`src/tic_pkg.sv`:
```
// package: offsets, field layout, reset values and timing of the interval counter
package tic_pkg;

    // ------------------------------------------------------------
    // register indices (byte address is four times the index)
    // ------------------------------------------------------------
    localparam logic [7:0] IDX_CONTROL  = 8'hA1;
    localparam logic [7:0] IDX_FRACTION = 8'hA2;
    localparam logic [7:0] IDX_SECONDS  = 8'hA3;
    localparam logic [7:0] IDX_MINUTES  = 8'hA4;
    localparam logic [7:0] IDX_HOURS    = 8'hA5;
    localparam logic [7:0] IDX_TARGET   = 8'hA6;
    localparam logic [7:0] IDX_IRQ_STAT = 8'hB0;
    localparam logic [7:0] IDX_IRQ_MASK = 8'hB1;
    localparam logic [7:0] IDX_COUNT    = 8'hB2;

    // ------------------------------------------------------------
    // control register fields and reset values
    // ------------------------------------------------------------
    localparam int          CTL_TIME_CLOCK_ENABLE_BIT  = 0;
    localparam int          CTL_INTERVAL_COUNT_ENABLE_BIT  = 1;
    localparam int          CTL_FLAG_BIT  = 2;
    localparam int          CTL_ONE_BIT   = 3;
    localparam int          CTL_TB_LO_BIT = 4;
    localparam int          CTL_TB_HI_BIT = 5;
    localparam int          CTL_H24_BIT   = 6;
    localparam logic [7:0]  CONTROL_RST   = 8'h00;
    localparam logic [7:0]  TIME_RST      = 8'h00;
    localparam logic [31:0] RDATA_RST     = 32'h0000_0000;

    // ------------------------------------------------------------
    // counting limits of the time-of-day chain
    // ------------------------------------------------------------
    localparam logic [7:0] FRAC_LIMIT  = 8'h7F;  // 0..127
    localparam logic [7:0] SEC_LIMIT   = 8'h3B;  // 0..59
    localparam logic [7:0] MIN_LIMIT   = 8'h3B;  // 0..59
    localparam logic [7:0] HOUR_LIM24  = 8'h17;  // 0..23
    localparam logic [7:0] HOUR_LIM256 = 8'hFF;  // 0..255

    // ------------------------------------------------------------
    // crystal time base
    // ------------------------------------------------------------
    localparam int         XTAL_HZ        = 32768;
    localparam int         FRAC_PER_SEC   = 128;
    localparam int         EDGES_PER_TICK = XTAL_HZ / FRAC_PER_SEC;
    localparam logic [7:0] EDGE_DIV_LAST  = 8'(EDGES_PER_TICK - 1);

    // ------------------------------------------------------------
    // enums and carriers
    // ------------------------------------------------------------
    typedef enum logic [1:0] {
        TB_FRACTION = 2'h0,
        TB_SECONDS  = 2'h1,
        TB_MINUTES  = 2'h2,
        TB_HOURS    = 2'h3
    } tic_timebase_e;

    typedef struct packed {
        logic          h24;
        tic_timebase_e timebase;
        logic          one_shot_interval;
        logic          interval_match_flag;
        logic          interval_count_enable;
        logic          time_clock_enable;
    } tic_ctrl_s;

    typedef struct packed {
        logic [7:0] fraction_seconds;
        logic [7:0] seconds;
        logic [7:0] minutes;
        logic [7:0] hours;
    } tic_time_s;

endpackage

```
`src/tic_stage.sv`:
```
// module: one wrapping stage of the time-of-day chain
module tic_stage
    import tic_pkg::*;
(
    // clock and reset
    input  wire logic       mclk_i,
    input  wire logic       rst_n_i,
    // counting
    input  wire logic       inc_i,
    input  wire logic [7:0] limit_i,
    // load
    input  wire logic       load_i,
    input  wire logic [7:0] load_val_i,
    // state
    output logic [7:0]      value_o,
    output logic            roll_o
);

    typedef struct packed {
        logic [7:0] value;
    } tic_stg_s;

    tic_stg_s st_r;
    tic_stg_s st_nxt;

    // rollover when incremented at the limit; load takes priority
    assign roll_o = inc_i && !load_i && (st_r.value >= limit_i);

    // ------------------------------------------------------------
    // next state
    // ------------------------------------------------------------
    always_comb begin
        st_nxt = st_r;
        if (load_i) begin
            st_nxt.value = load_val_i;          // RL7
        end else if (inc_i) begin
            if (st_r.value >= limit_i) begin
                st_nxt.value = 8'h00;           // RL10
            end else begin
                st_nxt.value = st_r.value + 8'h01;
            end
        end
    end

    // ------------------------------------------------------------
    // state register
    // ------------------------------------------------------------
    always_ff @(posedge mclk_i or negedge rst_n_i) begin
        if (!rst_n_i) begin
            st_r <= '0;
        end else begin
            st_r <= st_nxt;
        end
    end

    assign value_o = st_r.value;

endmodule

```
`src/tic_tick_gen.sv`:
```
// module: crystal sampler and divider producing the 1/128 s tick
module tic_tick_gen
    import tic_pkg::*;
(
    // clock and reset
    input  wire logic mclk_i,
    input  wire logic rst_n_i,
    // crystal and control
    input  wire logic xtal_i,
    input  wire logic run_i,
    // tick out
    output logic      tick_o
);

    typedef struct packed {
        logic       sync1;
        logic       sync2;
        logic       prev;
        logic [7:0] div;
        logic       tick;
    } tic_tg_s;

    tic_tg_s st_r;
    tic_tg_s st_nxt;

    // ------------------------------------------------------------
    // next state
    // ------------------------------------------------------------
    // sync1 feeds only sync2; edges are judged on sync2 against prev
    always_comb begin
        st_nxt       = st_r;
        st_nxt.sync1 = xtal_i;
        st_nxt.sync2 = st_r.sync1;
        st_nxt.prev  = st_r.sync2;
        st_nxt.tick  = 1'b0;
        if (!run_i) begin
            st_nxt.div = 8'h00;                 // RL12
        end else if (st_r.sync2 && !st_r.prev) begin
            // one tick per 256 crystal rising edges
            if (st_r.div == EDGE_DIV_LAST) begin // RL2
                st_nxt.div  = 8'h00;
                st_nxt.tick = 1'b1;
            end else begin
                st_nxt.div = st_r.div + 8'h01;
            end
        end
    end

    // ------------------------------------------------------------
    // state register
    // ------------------------------------------------------------
    always_ff @(posedge mclk_i or negedge rst_n_i) begin
        if (!rst_n_i) begin
            st_r <= '0;
        end else begin
            st_r <= st_nxt;
        end
    end

    assign tick_o = st_r.tick;

endmodule

```
`src/tic_top.sv`:
```
// module: time interval counter with Avalon-MM registers and interrupt
// ------------------------------------------------------------
// What this block does
// RL1: timeouts from one 1/128 s tick to 255 hours via timebase and count.
// RL2: counting is paced by the 32.768 kHz crystal, not the core clock.
// RL3: counters keep running while the chip is powered down.
// RL4: interval count advances once per rollover of the selected stage; the code steps it on each advance of that stage.
// RL5: count equal to target sets the match flag and raises interrupt.
// RL6: in power-down an enabled match wakes the core to its vector.
// RL7: software may preload the time registers with the current time.
// RL8: software spaces its accesses to these registers generously.
// RL9: timebase 00 fraction ticks, 01 seconds, 10 minutes, 11 hours.
// RL10: fraction counts 0 to 127 then rolls into seconds.
// RL11: one-shot mode clears count enable at timeout, else keeps counting.
// RL12: clock enable low stops counters, restores last written times.
// RL13: repeating match clears count; flag and accesses are safe.
// ------------------------------------------------------------
module tic_top
    import tic_pkg::*;
(
    // clock and reset
    input  wire logic        mclk_i,
    input  wire logic        rst_n_i,
    // crystal time base
    input  wire logic        xtal_i,
    // power state of the core
    input  wire logic        powerdown_i,
    // avalon-mm slave
    input  wire logic [9:0]  address_i,
    input  wire logic        read_i,
    input  wire logic        write_i,
    input  wire logic [31:0] writedata_i,
    input  wire logic [3:0]  byteenable_i,
    output logic [31:0]      readdata_o,
    output logic             waitrequest_o,
    // interrupt and wake
    output logic             irq_o,
    output logic             wake_o
);

    // ------------------------------------------------------------
    // state
    // ------------------------------------------------------------
    typedef struct packed {
        tic_ctrl_s   ctrl;
        tic_time_s   saved;
        logic [7:0]  target;
        logic [7:0]  count;
        logic        irq_stat;
        logic        irq_mask;
        logic        waitreq;
        logic [31:0] rdata;
        logic        irq;
        logic        wake;
    } tic_top_s;

    tic_top_s st_r;
    tic_top_s st_nxt;

    // register index of a bus address, or an unused code when misaligned
    function automatic logic [7:0] reg_index(input logic [9:0] a);
        reg_index = (a[1:0] == 2'h0) ? a[9:2] : 8'h00;
    endfunction

    // pack control fields into the control byte
    function automatic logic [7:0] ctrl_byte(input tic_ctrl_s c);
        ctrl_byte = {1'b0, c.h24, c.timebase, c.one_shot_interval,
                     c.interval_match_flag, c.interval_count_enable,
                     c.time_clock_enable};
    endfunction

    // ------------------------------------------------------------
    // tick generation and time-of-day chain
    // ------------------------------------------------------------
    logic       tick;
    logic       run;
    logic       restore;
    logic [3:0] load;
    logic [7:0] load_val;
    logic [7:0] frac_v;
    logic [7:0] sec_v;
    logic [7:0] min_v;
    logic [7:0] hour_v;
    logic       frac_roll;
    logic       sec_roll;
    logic       min_roll;
    logic       hour_roll;
    logic [7:0] hour_lim;
    logic [7:0] idx;
    logic       wr_now;
    logic       sel_roll;

    assign run      = st_r.ctrl.time_clock_enable;
    assign restore  = !run;                        // RL12
    assign idx      = reg_index(address_i);
    assign wr_now   = write_i && !st_r.waitreq && byteenable_i[0];
    assign load_val = restore ? 8'h00 : writedata_i[7:0];
    assign hour_lim = st_r.ctrl.h24 ? HOUR_LIM24 : HOUR_LIM256;

    // stage loads: a software write, or a restore while stopped
    always_comb begin
        load[0] = wr_now && (idx == IDX_FRACTION);
        load[1] = wr_now && (idx == IDX_SECONDS);
        load[2] = wr_now && (idx == IDX_MINUTES);
        load[3] = wr_now && (idx == IDX_HOURS);
        if (restore) begin
            load = 4'hF;                           // RL12
        end
    end

    logic [7:0] frac_ld;
    logic [7:0] sec_ld;
    logic [7:0] min_ld;
    logic [7:0] hour_ld;

    // stopped: hold last written value, or the value being written now
    assign frac_ld = (restore && !(wr_now && idx == IDX_FRACTION)) ?
                     st_r.saved.fraction_seconds : writedata_i[7:0];
    assign sec_ld  = (restore && !(wr_now && idx == IDX_SECONDS)) ?
                     st_r.saved.seconds : writedata_i[7:0];
    assign min_ld  = (restore && !(wr_now && idx == IDX_MINUTES)) ?
                     st_r.saved.minutes : writedata_i[7:0];
    assign hour_ld = (restore && !(wr_now && idx == IDX_HOURS)) ?
                     st_r.saved.hours : load_val | writedata_i[7:0];

    tic_tick_gen u_tick (
        .mclk_i (mclk_i),
        .rst_n_i(rst_n_i),
        .xtal_i (xtal_i),
        .run_i  (run),
        .tick_o (tick)
    );

    tic_stage u_frac (
        .mclk_i    (mclk_i),
        .rst_n_i   (rst_n_i),
        .inc_i     (tick),
        .limit_i   (FRAC_LIMIT),
        .load_i    (load[0]),
        .load_val_i(frac_ld),
        .value_o   (frac_v),
        .roll_o    (frac_roll)
    );

    tic_stage u_sec (
        .mclk_i    (mclk_i),
        .rst_n_i   (rst_n_i),
        .inc_i     (frac_roll),
        .limit_i   (SEC_LIMIT),
        .load_i    (load[1]),
        .load_val_i(sec_ld),
        .value_o   (sec_v),
        .roll_o    (sec_roll)
    );

    tic_stage u_min (
        .mclk_i    (mclk_i),
        .rst_n_i   (rst_n_i),
        .inc_i     (sec_roll),
        .limit_i   (MIN_LIMIT),
        .load_i    (load[2]),
        .load_val_i(min_ld),
        .value_o   (min_v),
        .roll_o    (min_roll)
    );

    tic_stage u_hour (
        .mclk_i    (mclk_i),
        .rst_n_i   (rst_n_i),
        .inc_i     (min_roll),
        .limit_i   (hour_lim),
        .load_i    (load[3]),
        .load_val_i(hour_ld),
        .value_o   (hour_v),
        .roll_o    (hour_roll)
    );

    // ------------------------------------------------------------
    // interval source selection
    // ------------------------------------------------------------
    // each timebase steps the count on the event that advances that stage
    always_comb begin
        unique case (st_r.ctrl.timebase)           // RL9
            TB_FRACTION: sel_roll = tick;
            TB_SECONDS:  sel_roll = frac_roll;
            TB_MINUTES:  sel_roll = sec_roll;
            TB_HOURS:    sel_roll = min_roll;
        endcase
    end

    // ------------------------------------------------------------
    // next state: interval logic, registers and bus answer
    // ------------------------------------------------------------
    logic       match;
    logic [7:0] cnt_inc;
    logic [7:0] rbyte;

    always_comb begin
        st_nxt  = st_r;
        match   = 1'b0;
        cnt_inc = st_r.count + 8'h01;
        rbyte   = 8'h00;

        // interval counter: runs in power-down as well
        if (!st_r.ctrl.interval_count_enable || !run) begin
            st_nxt.count = 8'h00;
        end else if (sel_roll) begin               // RL4 RL3
            if (cnt_inc == st_r.target) begin      // RL5 RL1
                match        = 1'b1;
                st_nxt.count = 8'h00;              // RL13
            end else begin
                st_nxt.count = cnt_inc;
            end
        end

        // software write takes effect at the edge after the release, where waitrequest rises again
        if (wr_now) begin
            unique case (idx)
                IDX_CONTROL: begin
                    st_nxt.ctrl.time_clock_enable =
                        writedata_i[CTL_TIME_CLOCK_ENABLE_BIT];
                    st_nxt.ctrl.interval_count_enable =
                        writedata_i[CTL_INTERVAL_COUNT_ENABLE_BIT];
                    st_nxt.ctrl.one_shot_interval = writedata_i[CTL_ONE_BIT];
                    st_nxt.ctrl.timebase = tic_timebase_e'(
                        writedata_i[CTL_TB_HI_BIT:CTL_TB_LO_BIT]);
                    st_nxt.ctrl.h24 = writedata_i[CTL_H24_BIT];
                    if (!writedata_i[CTL_FLAG_BIT]) begin
                        st_nxt.ctrl.interval_match_flag = 1'b0;
                    end
                end
                IDX_FRACTION: st_nxt.saved.fraction_seconds =
                                  writedata_i[7:0];      // RL7
                IDX_SECONDS:  st_nxt.saved.seconds = writedata_i[7:0];
                IDX_MINUTES:  st_nxt.saved.minutes = writedata_i[7:0];
                IDX_HOURS:    st_nxt.saved.hours   = writedata_i[7:0];
                IDX_TARGET:   st_nxt.target        = writedata_i[7:0];
                IDX_IRQ_STAT: begin
                    if (writedata_i[0]) begin
                        st_nxt.irq_stat = 1'b0;
                    end
                end
                IDX_IRQ_MASK: st_nxt.irq_mask = writedata_i[0];
                default: ;
            endcase
        end

        // a match sets after any clear, so the set wins
        if (match) begin
            st_nxt.ctrl.interval_match_flag = 1'b1;  // RL5 RL13
            st_nxt.irq_stat                 = 1'b1;
            if (st_r.ctrl.one_shot_interval) begin
                st_nxt.ctrl.interval_count_enable = 1'b0;  // RL11
            end
        end

        // read mux
        unique case (idx)
            IDX_CONTROL:  rbyte = ctrl_byte(st_r.ctrl);
            IDX_FRACTION: rbyte = frac_v;
            IDX_SECONDS:  rbyte = sec_v;
            IDX_MINUTES:  rbyte = min_v;
            IDX_HOURS:    rbyte = hour_v;
            IDX_TARGET:   rbyte = st_r.target;
            IDX_IRQ_STAT: rbyte = {7'h00, st_r.irq_stat};
            IDX_IRQ_MASK: rbyte = {7'h00, st_r.irq_mask};
            IDX_COUNT:    rbyte = st_r.count;
            default:      rbyte = 8'h00;
        endcase

        // one wait state per access; data are latched with the release
        if ((read_i || write_i) && st_r.waitreq) begin   // RL13
            st_nxt.waitreq = 1'b0;
            st_nxt.rdata   = {24'h000000, rbyte};
        end else begin
            st_nxt.waitreq = 1'b1;
        end

        // level interrupt and power-down wake
        st_nxt.irq  = st_nxt.irq_stat && st_nxt.irq_mask;           // RL5
        st_nxt.wake = powerdown_i && st_nxt.irq_stat
                      && st_nxt.irq_mask;                            // RL6
    end

    // ------------------------------------------------------------
    // state register
    // ------------------------------------------------------------
    always_ff @(posedge mclk_i or negedge rst_n_i) begin
        if (!rst_n_i) begin
            st_r         <= '0;
            st_r.ctrl    <= tic_ctrl_s'(7'(CONTROL_RST));
            st_r.waitreq <= 1'b1;
            st_r.rdata   <= RDATA_RST;
        end else begin
            st_r <= st_nxt;
        end
    end

    // outputs straight from flip-flops
    assign readdata_o    = st_r.rdata;
    assign waitrequest_o = st_r.waitreq;
    assign irq_o         = st_r.irq;
    assign wake_o        = st_r.wake;

endmodule

```
`config.mk`:
```
export PLATFORM = sky130hd
export DESIGN_NAME = tic_top
export DESIGN_NICKNAME = d
export VERILOG_FILES = /design/src/tic_pkg.sv /design/src/tic_stage.sv /design/src/tic_tick_gen.sv /design/src/tic_top.sv
export SDC_FILE = /design/constraint.sdc
export NUM_CORES = 1
export LEC_CHECK = 0
export BUFFER_PORTS_ARGS = -buffer_cell sky130_fd_sc_hd__buf_2
export CAP_MARGIN = 20
export CORE_ASPECT_RATIO = 0.5
export CORE_MARGIN = 2
export CORE_UTILIZATION = 40
export DETAILED_ROUTE_END_ITERATION = 16
export PLACE_DENSITY = 0.58
export SYNTH_ARGS = -nofsm -noshare
export SYNTH_HDL_FRONTEND = slang
export SYNTH_SLANG_ARGS = --single-unit
```
`constraint.sdc`:
```
create_clock -name mclk_i -period 2.3 [get_ports mclk_i]
set_input_delay 0.23 -clock mclk_i [delete_from_list [all_inputs] [get_ports mclk_i]]
set_output_delay 0.23 -clock mclk_i [all_outputs]
set_load 0.03 [all_outputs]
```
# Yosys cells after proc, flatten, opt, wreduce, memory -nomap -nowiden
# Index checks and enable logic that the tools add are counted.
# totals
register_bits,112
latch_bits,0
mem_bits_rw,0
romBits,0
input_bits,52
output_inout_bits,35
elab_cells,153
n_memories,0
# op_classes
addsub,6
n_mul,0
div_mod_pow,0
magnitude_cmp,4
eq_ne,16
n_shift,0
mux,49
bitwise,1
reduce_logical,50
# op_table
op,n
8-bit 2-to-1 mux,29
8-bit == test (second input constant),10
8-bit one-hot mux with 9 select lines,1
8-bit by 1-bit adder with 8-bit output (second input constant),6
43-bit 2-to-1 mux,1
1-bit logical AND,21
8-bit by 6-bit greater-or-equal comparator with 1-bit output (second input constant),2
2-bit nonzero test,7
1-bit 2-to-1 mux,12
2-bit AND reduction,6
1-bit logical NOT,11
9-bit 2-to-1 mux,1
8-bit == test,1
8-bit by 7-bit greater-or-equal comparator with 1-bit output (second input constant),1
8-bit greater-or-equal comparator,1
8-bit OR,1
2-bit == test (second input constant),2
2-bit logical NOT,2
2-bit 2-to-1 mux,2
4-bit 2-to-1 mux,1
2-bit by 1-bit inequality test with 1-bit output (second input constant),2
1-bit one-hot mux with 4 select lines,1
3-bit 2-to-1 mux,1
3-bit AND reduction,1
other kinds (2),3

# Depth between registers and ports, before layout
# depth
ltp_word,18
ltp_mapped,8
ltp_nobuf,7

# By module
# A second synthesis with hierarchy kept.
# hier_totals
hier_cells,780
area_unflattened_um2,7624.8
# modules_own_cells
module,n_inst,cells_each,area_per_inst_um2,seq_area_each_um2
tic_top,1,402,4215.3,1702.9
tic_stage,4,81,714.4,200.2
tic_tick_gen,1,54,551.8,300.3

# Worst setup path after synthesis
# Ideal clock, no wire load.
# synth_timing
kind,register to register
start,"reg st_r, in the netlist waitrequest_o"
end,"reg u_hour.st_r, in the netlist u_hour.value_o[3]"
t_arrival_ns,2.270
path_slack_ns,-0.096
path_stages_with_launch,9
n_path_buf,2
synth_period_minus_slack_ns,2.396
cell_sequence,dfstp_2 > and3b_1 > clkbuf_1 > nand4_1 > nand4_1 > o311ai_1 > buf_2 > o21ai_0 > a221o_1
# synth_via
elab_chain_cells,13
word_cells_on_any_way,22
# synth_rtl
item,line_no,source
"start, declared",tic_top.sv:57,tic_top_s st_r;
"start signal, assigned",tic_top.sv:295,st_r <= st_nxt;
1-bit logical NOT *,tic_top.sv:96,assign wr_now = write_i && !st_r.waitreq && byteenable_i[0];
1-bit logical AND * (2 in a row),tic_top.sv:96,
1-bit logical AND,tic_top.sv:102,load[0] = wr_now && (idx == IDX_FRACTION);
4-bit 2-to-1 mux,tic_top.sv:106,if (restore) begin
1-bit logical NOT,tic_stage.sv:27,assign roll_o = inc_i && !load_i && (st_r.value >= limit_i);
1-bit logical AND (6 in a row),tic_stage.sv:27,
2-bit nonzero test (no source line),--,
"end signal, assigned",tic_stage.sv:52,st_r <= st_nxt;
"end, declared",tic_stage.sv:23,tic_stg_s st_r;
# Mark *: on every way between the ends. The rest lies on a longest branch, timed or not.
# A chain may end at the register's enable or synchronous reset.

# Final worst setup path
# layout_timing
start,"reg u_sec.st_r, in the netlist u_sec.value_o[0]"
end,"reg u_hour.st_r, in the netlist u_hour.value_o[3]"
# layout_via
elab_chain_cells,5
# layout_rtl
item,line_no
"start, declared",tic_stage.sv:23
"start signal, assigned",tic_stage.sv:52
8-bit by 6-bit greater-or-equal comparator with 1-bit output,tic_stage.sv:27
1-bit logical AND (3 in a row),tic_stage.sv:27
2-bit nonzero test (no source line),--
# No other way between the ends.

==> flow_summary.json <==
{
  "netlist_top_cells_count": "161 x nand2_1, 111 x dfrtp_1, 41 x o21ai_0",
  "synth_top_area_share_pct": 42.6,
  "dr.first_iter.drc_count": 572,
  "ys_seq_area_share_pct": 43.0,
  "postSynthAreaPerCell_sq_um": 8.99,
  "synth_seq_cells": 112,
  "grt_pass1_wl_um": 31100,
  "synth.most_common_cell": "nand2_1",
  "portBuffers": 35,
  "fin_setup_tns_ns": 0,
  "post-place-ws_ns": -0.113,
  "grt_pass1_vias": 5339,
  "crit_fanout": 7,
  "hold_depth": 3,
  "reg2regPathDepth": 8,
  "drt-vias-per-instance": 5.72,
  "dpl.hpwl_um": 14600,
  "end_kind": "flip-flop",
  "antenna_found_initial": 1,
  "fmax_mhz": 441,
  "drc": 0,
  "rows": 32,
  "netlist_area_sq_mm": 0.00652,
  "synth_enable_flop_cells": 0,
  "cts_tree": "done",
  "clkTransAtPathRegs_ns": 0.08,
  "ys_types": 76,
  "synthArstFlopShare_pct": 100,
  "status": "finished clean",
  "yosys_warnings": 0,
  "initial_utilization_pct": 41.6,
  "die_w_um": 185,
  "fill_cells": 1506,
  "cp.required_ns": 2.54,
  "first_pass_iters": 7,
  "numCtsBuffers": 9,
  "cts_buffer_depth": 2,
  "drive_gt1_share_pct": 22.5,
  "clock-sinks": 112,
  "grt_usage_pct": 24.1,
  "drv_cap": 0,
  "crit_arrival_ns": 2.51,
  "slew_headroom_pct": 52.5,
  "gp_congestion": 0.922,
  "finalMaxSlewViolations": 0,
  "wl_per_cell_um": 19.2,
  "final_util_pct": 49.8,
  "rsz0062_at_grt": "yes",
  "area_growth_pct": 19.6,
  "leakage_nw": 3.68,
  "clk_root_buffer_cell": "clkbuf_16",
  "pin_count": 87,
  "setup_ws_ns": 0.0324,
  "cellPowerDensity_mw_per_mm2": 483,
  "crit_type": "reg2reg",
  "dieArea_sq_mm": 0.0174,
  "crit_path_start_kind": "flip-flop",
  "finalHoldViolations": 0,
  "finalSetupViolations": 0,
  "synthTopCellsByArea": "dfrtp_1 43%, nand2_1 9.3%, buf_4 3.7%",
  "peakVddDrop_mv": 0.309,
  "clock_latency_ns": 0.36,
  "hp-class": "in2reg",
  "finalCritPeriodShare_pct": 98.6,
  "postSynthCellCount": 725,
  "coreArea_sq_mm": 0.0157,
  "grt_max_degree": 48,
  "routed_wl_um": 20100,
  "vias": 5992,
  "fin_skew_ns": 0.0131,
  "die_h_um": 94.3,
  "antenna_left": 0,
  "overflow": 0,
  "h-tree-depth": 3,
  "fin_crit_ns": 2.27,
  "tightest_slew_ns": 0.694,
  "synth_flop_cell": "dfrtp_1",
  "synth.largest_area_cell": "dfrtp_1",
  "final_nets": 884
}
## layout by cell type (no fill, tap or decap), types with 7 or more instances in the layout
cell type | Yosys | final
a21oi_1 | 18 | 18
a22o_1 | 12 | 12
a22oi_1 | 15 | 15
a31oi_1 | 11 | 11
and3_1 | 16 | 15
buf_2 | 8 | 34
buf_4 | 32 | 86
clkbuf_16 | 0 | 9
conb_1 | 1 | 24
dfrtp_1 | 111 | 111
ha_1 | 10 | 8
inv_1 | 13 | 13
mux2_2 | 19 | 19
nand2_1 | 161 | 161
nand3_1 | 32 | 32
nand4_1 | 12 | 12
nor2_1 | 26 | 26
nor2b_1 | 10 | 9
o211ai_1 | 11 | 11
o21a_1 | 7 | 7
o21ai_0 | 41 | 39
o22ai_1 | 8 | 8
xnor2_1 | 9 | 9
## path summary, 6_finish.rpt
path | start | end | slack, ns
worst max-delay path | u_sec.value_o[0] | u_hour.value_o[3] | 0.03
worst min-delay path | powerdown_i | wake_o | 0.1
worst max register to register | u_sec.value_o[0] | u_hour.value_o[3] | 0.03
worst min register to register | u_tick.st_nxt[10] | u_tick.st_nxt[9] | 0.35
max in group asynchronous | rst_n_i | waitrequest_o | 1.25
min in group asynchronous | rst_n_i | st_r[82] | 0.37
## kinds of logic (layout without fill, tap and decap cells)
group	Yosys count	count (layout)	share of synthesized area, %
multiplexers	24	24	4.05
AO/OA/AOI/OAI	178	178	19.4
flip-flops	112	112	43.0
adder cells (fa/ha/maj)	10	10	1.92
XOR/XNOR	15	15	2.02
buffers and inverters	76	153	6.39
other	1	25	0.0575
AND/OR/NAND/NOR	309	309	23.2
## cell type report
cell class	instances	area, sq um	share of cell area (%)
Multi-Input combinational cell	560	3480	44.7
Sequential cell	112	2800	36.0
Timing Repair Buffer	126	907	11.6
Tap cell	221	277	3.55
Clock buffer	10	239	3.07
Inverter	13	48.8	0.626
Clock inverter	4	31.3	0.401
Antenna cell	1	2.50	0.0321
## where the power goes
group          internal, mW  switching, mW
Sequential             1.98        0.00814
Clock                 0.758          0.736
Combinational        0.0697          0.208
Total                  2.81          0.953
## routing by layer
metal / share of wire [%] / global-route usage, % / vias to the layer above / wire, um
li1: - / - / 2784 / -
met1: 49 / 36.2 / 2943 / 9910
met2: 42 / 34.8 / 240 / 8420
met3: 7.4 / 5.74 / 25 / 1480
met4: 1.2 / 5.07 / 0 / 248
met5: 0 / 0 / - / 0
## timing repair
item,in CTS,in global routing
hold buffers,2,0
setup buffers,0,8
setup endpoints to repair,16,22
pin swaps,2,12
gates resized for setup,7,14
hold endpoints to repair,31,0
## state kept, by name (all words and copies together), names as in the netlist
register / cells
st_r: 56
u_tick.st_r: 9
readdata_o: 8
u_frac.value_o: 8
u_hour.value_o: 8
u_min.value_o: 8
u_sec.value_o: 8
u_tick.st_nxt: 2
irq_o: 1
run: 1
u_tick.tick_o: 1
waitrequest_o: 1
wake_o: 1
## per-stage QoR
step / hold WS (ns) / cell area (sq um) / instances / power (mW)
finish: 0.0977 / 7790 / 1047 / 3.76
global route: 0.0918 / 7790 / 1046 / 3.91
CTS: 0.0917 / 7680 / 1038 / 3.80
detailed placement: 0.222 / 7360 / 1022 / 2.31
global placement: 0.215 / 7360 / 1022 / 2.30
floorplan: -0.0656 / 6620 / 748 / 2.19
## critical path, cell delays in order, from the launching register on
cell and delay (ns):
dfrtp_1 0.39, ha_1 0.21, or2_2 0.29, a311o_1 0.33, nand4_1 0.13, buf_4 0.13, o311ai_4 0.13, nor2b_4 0.21
a221o_1 0.33
Note: power is estimated with default switching activity, not from simulation.
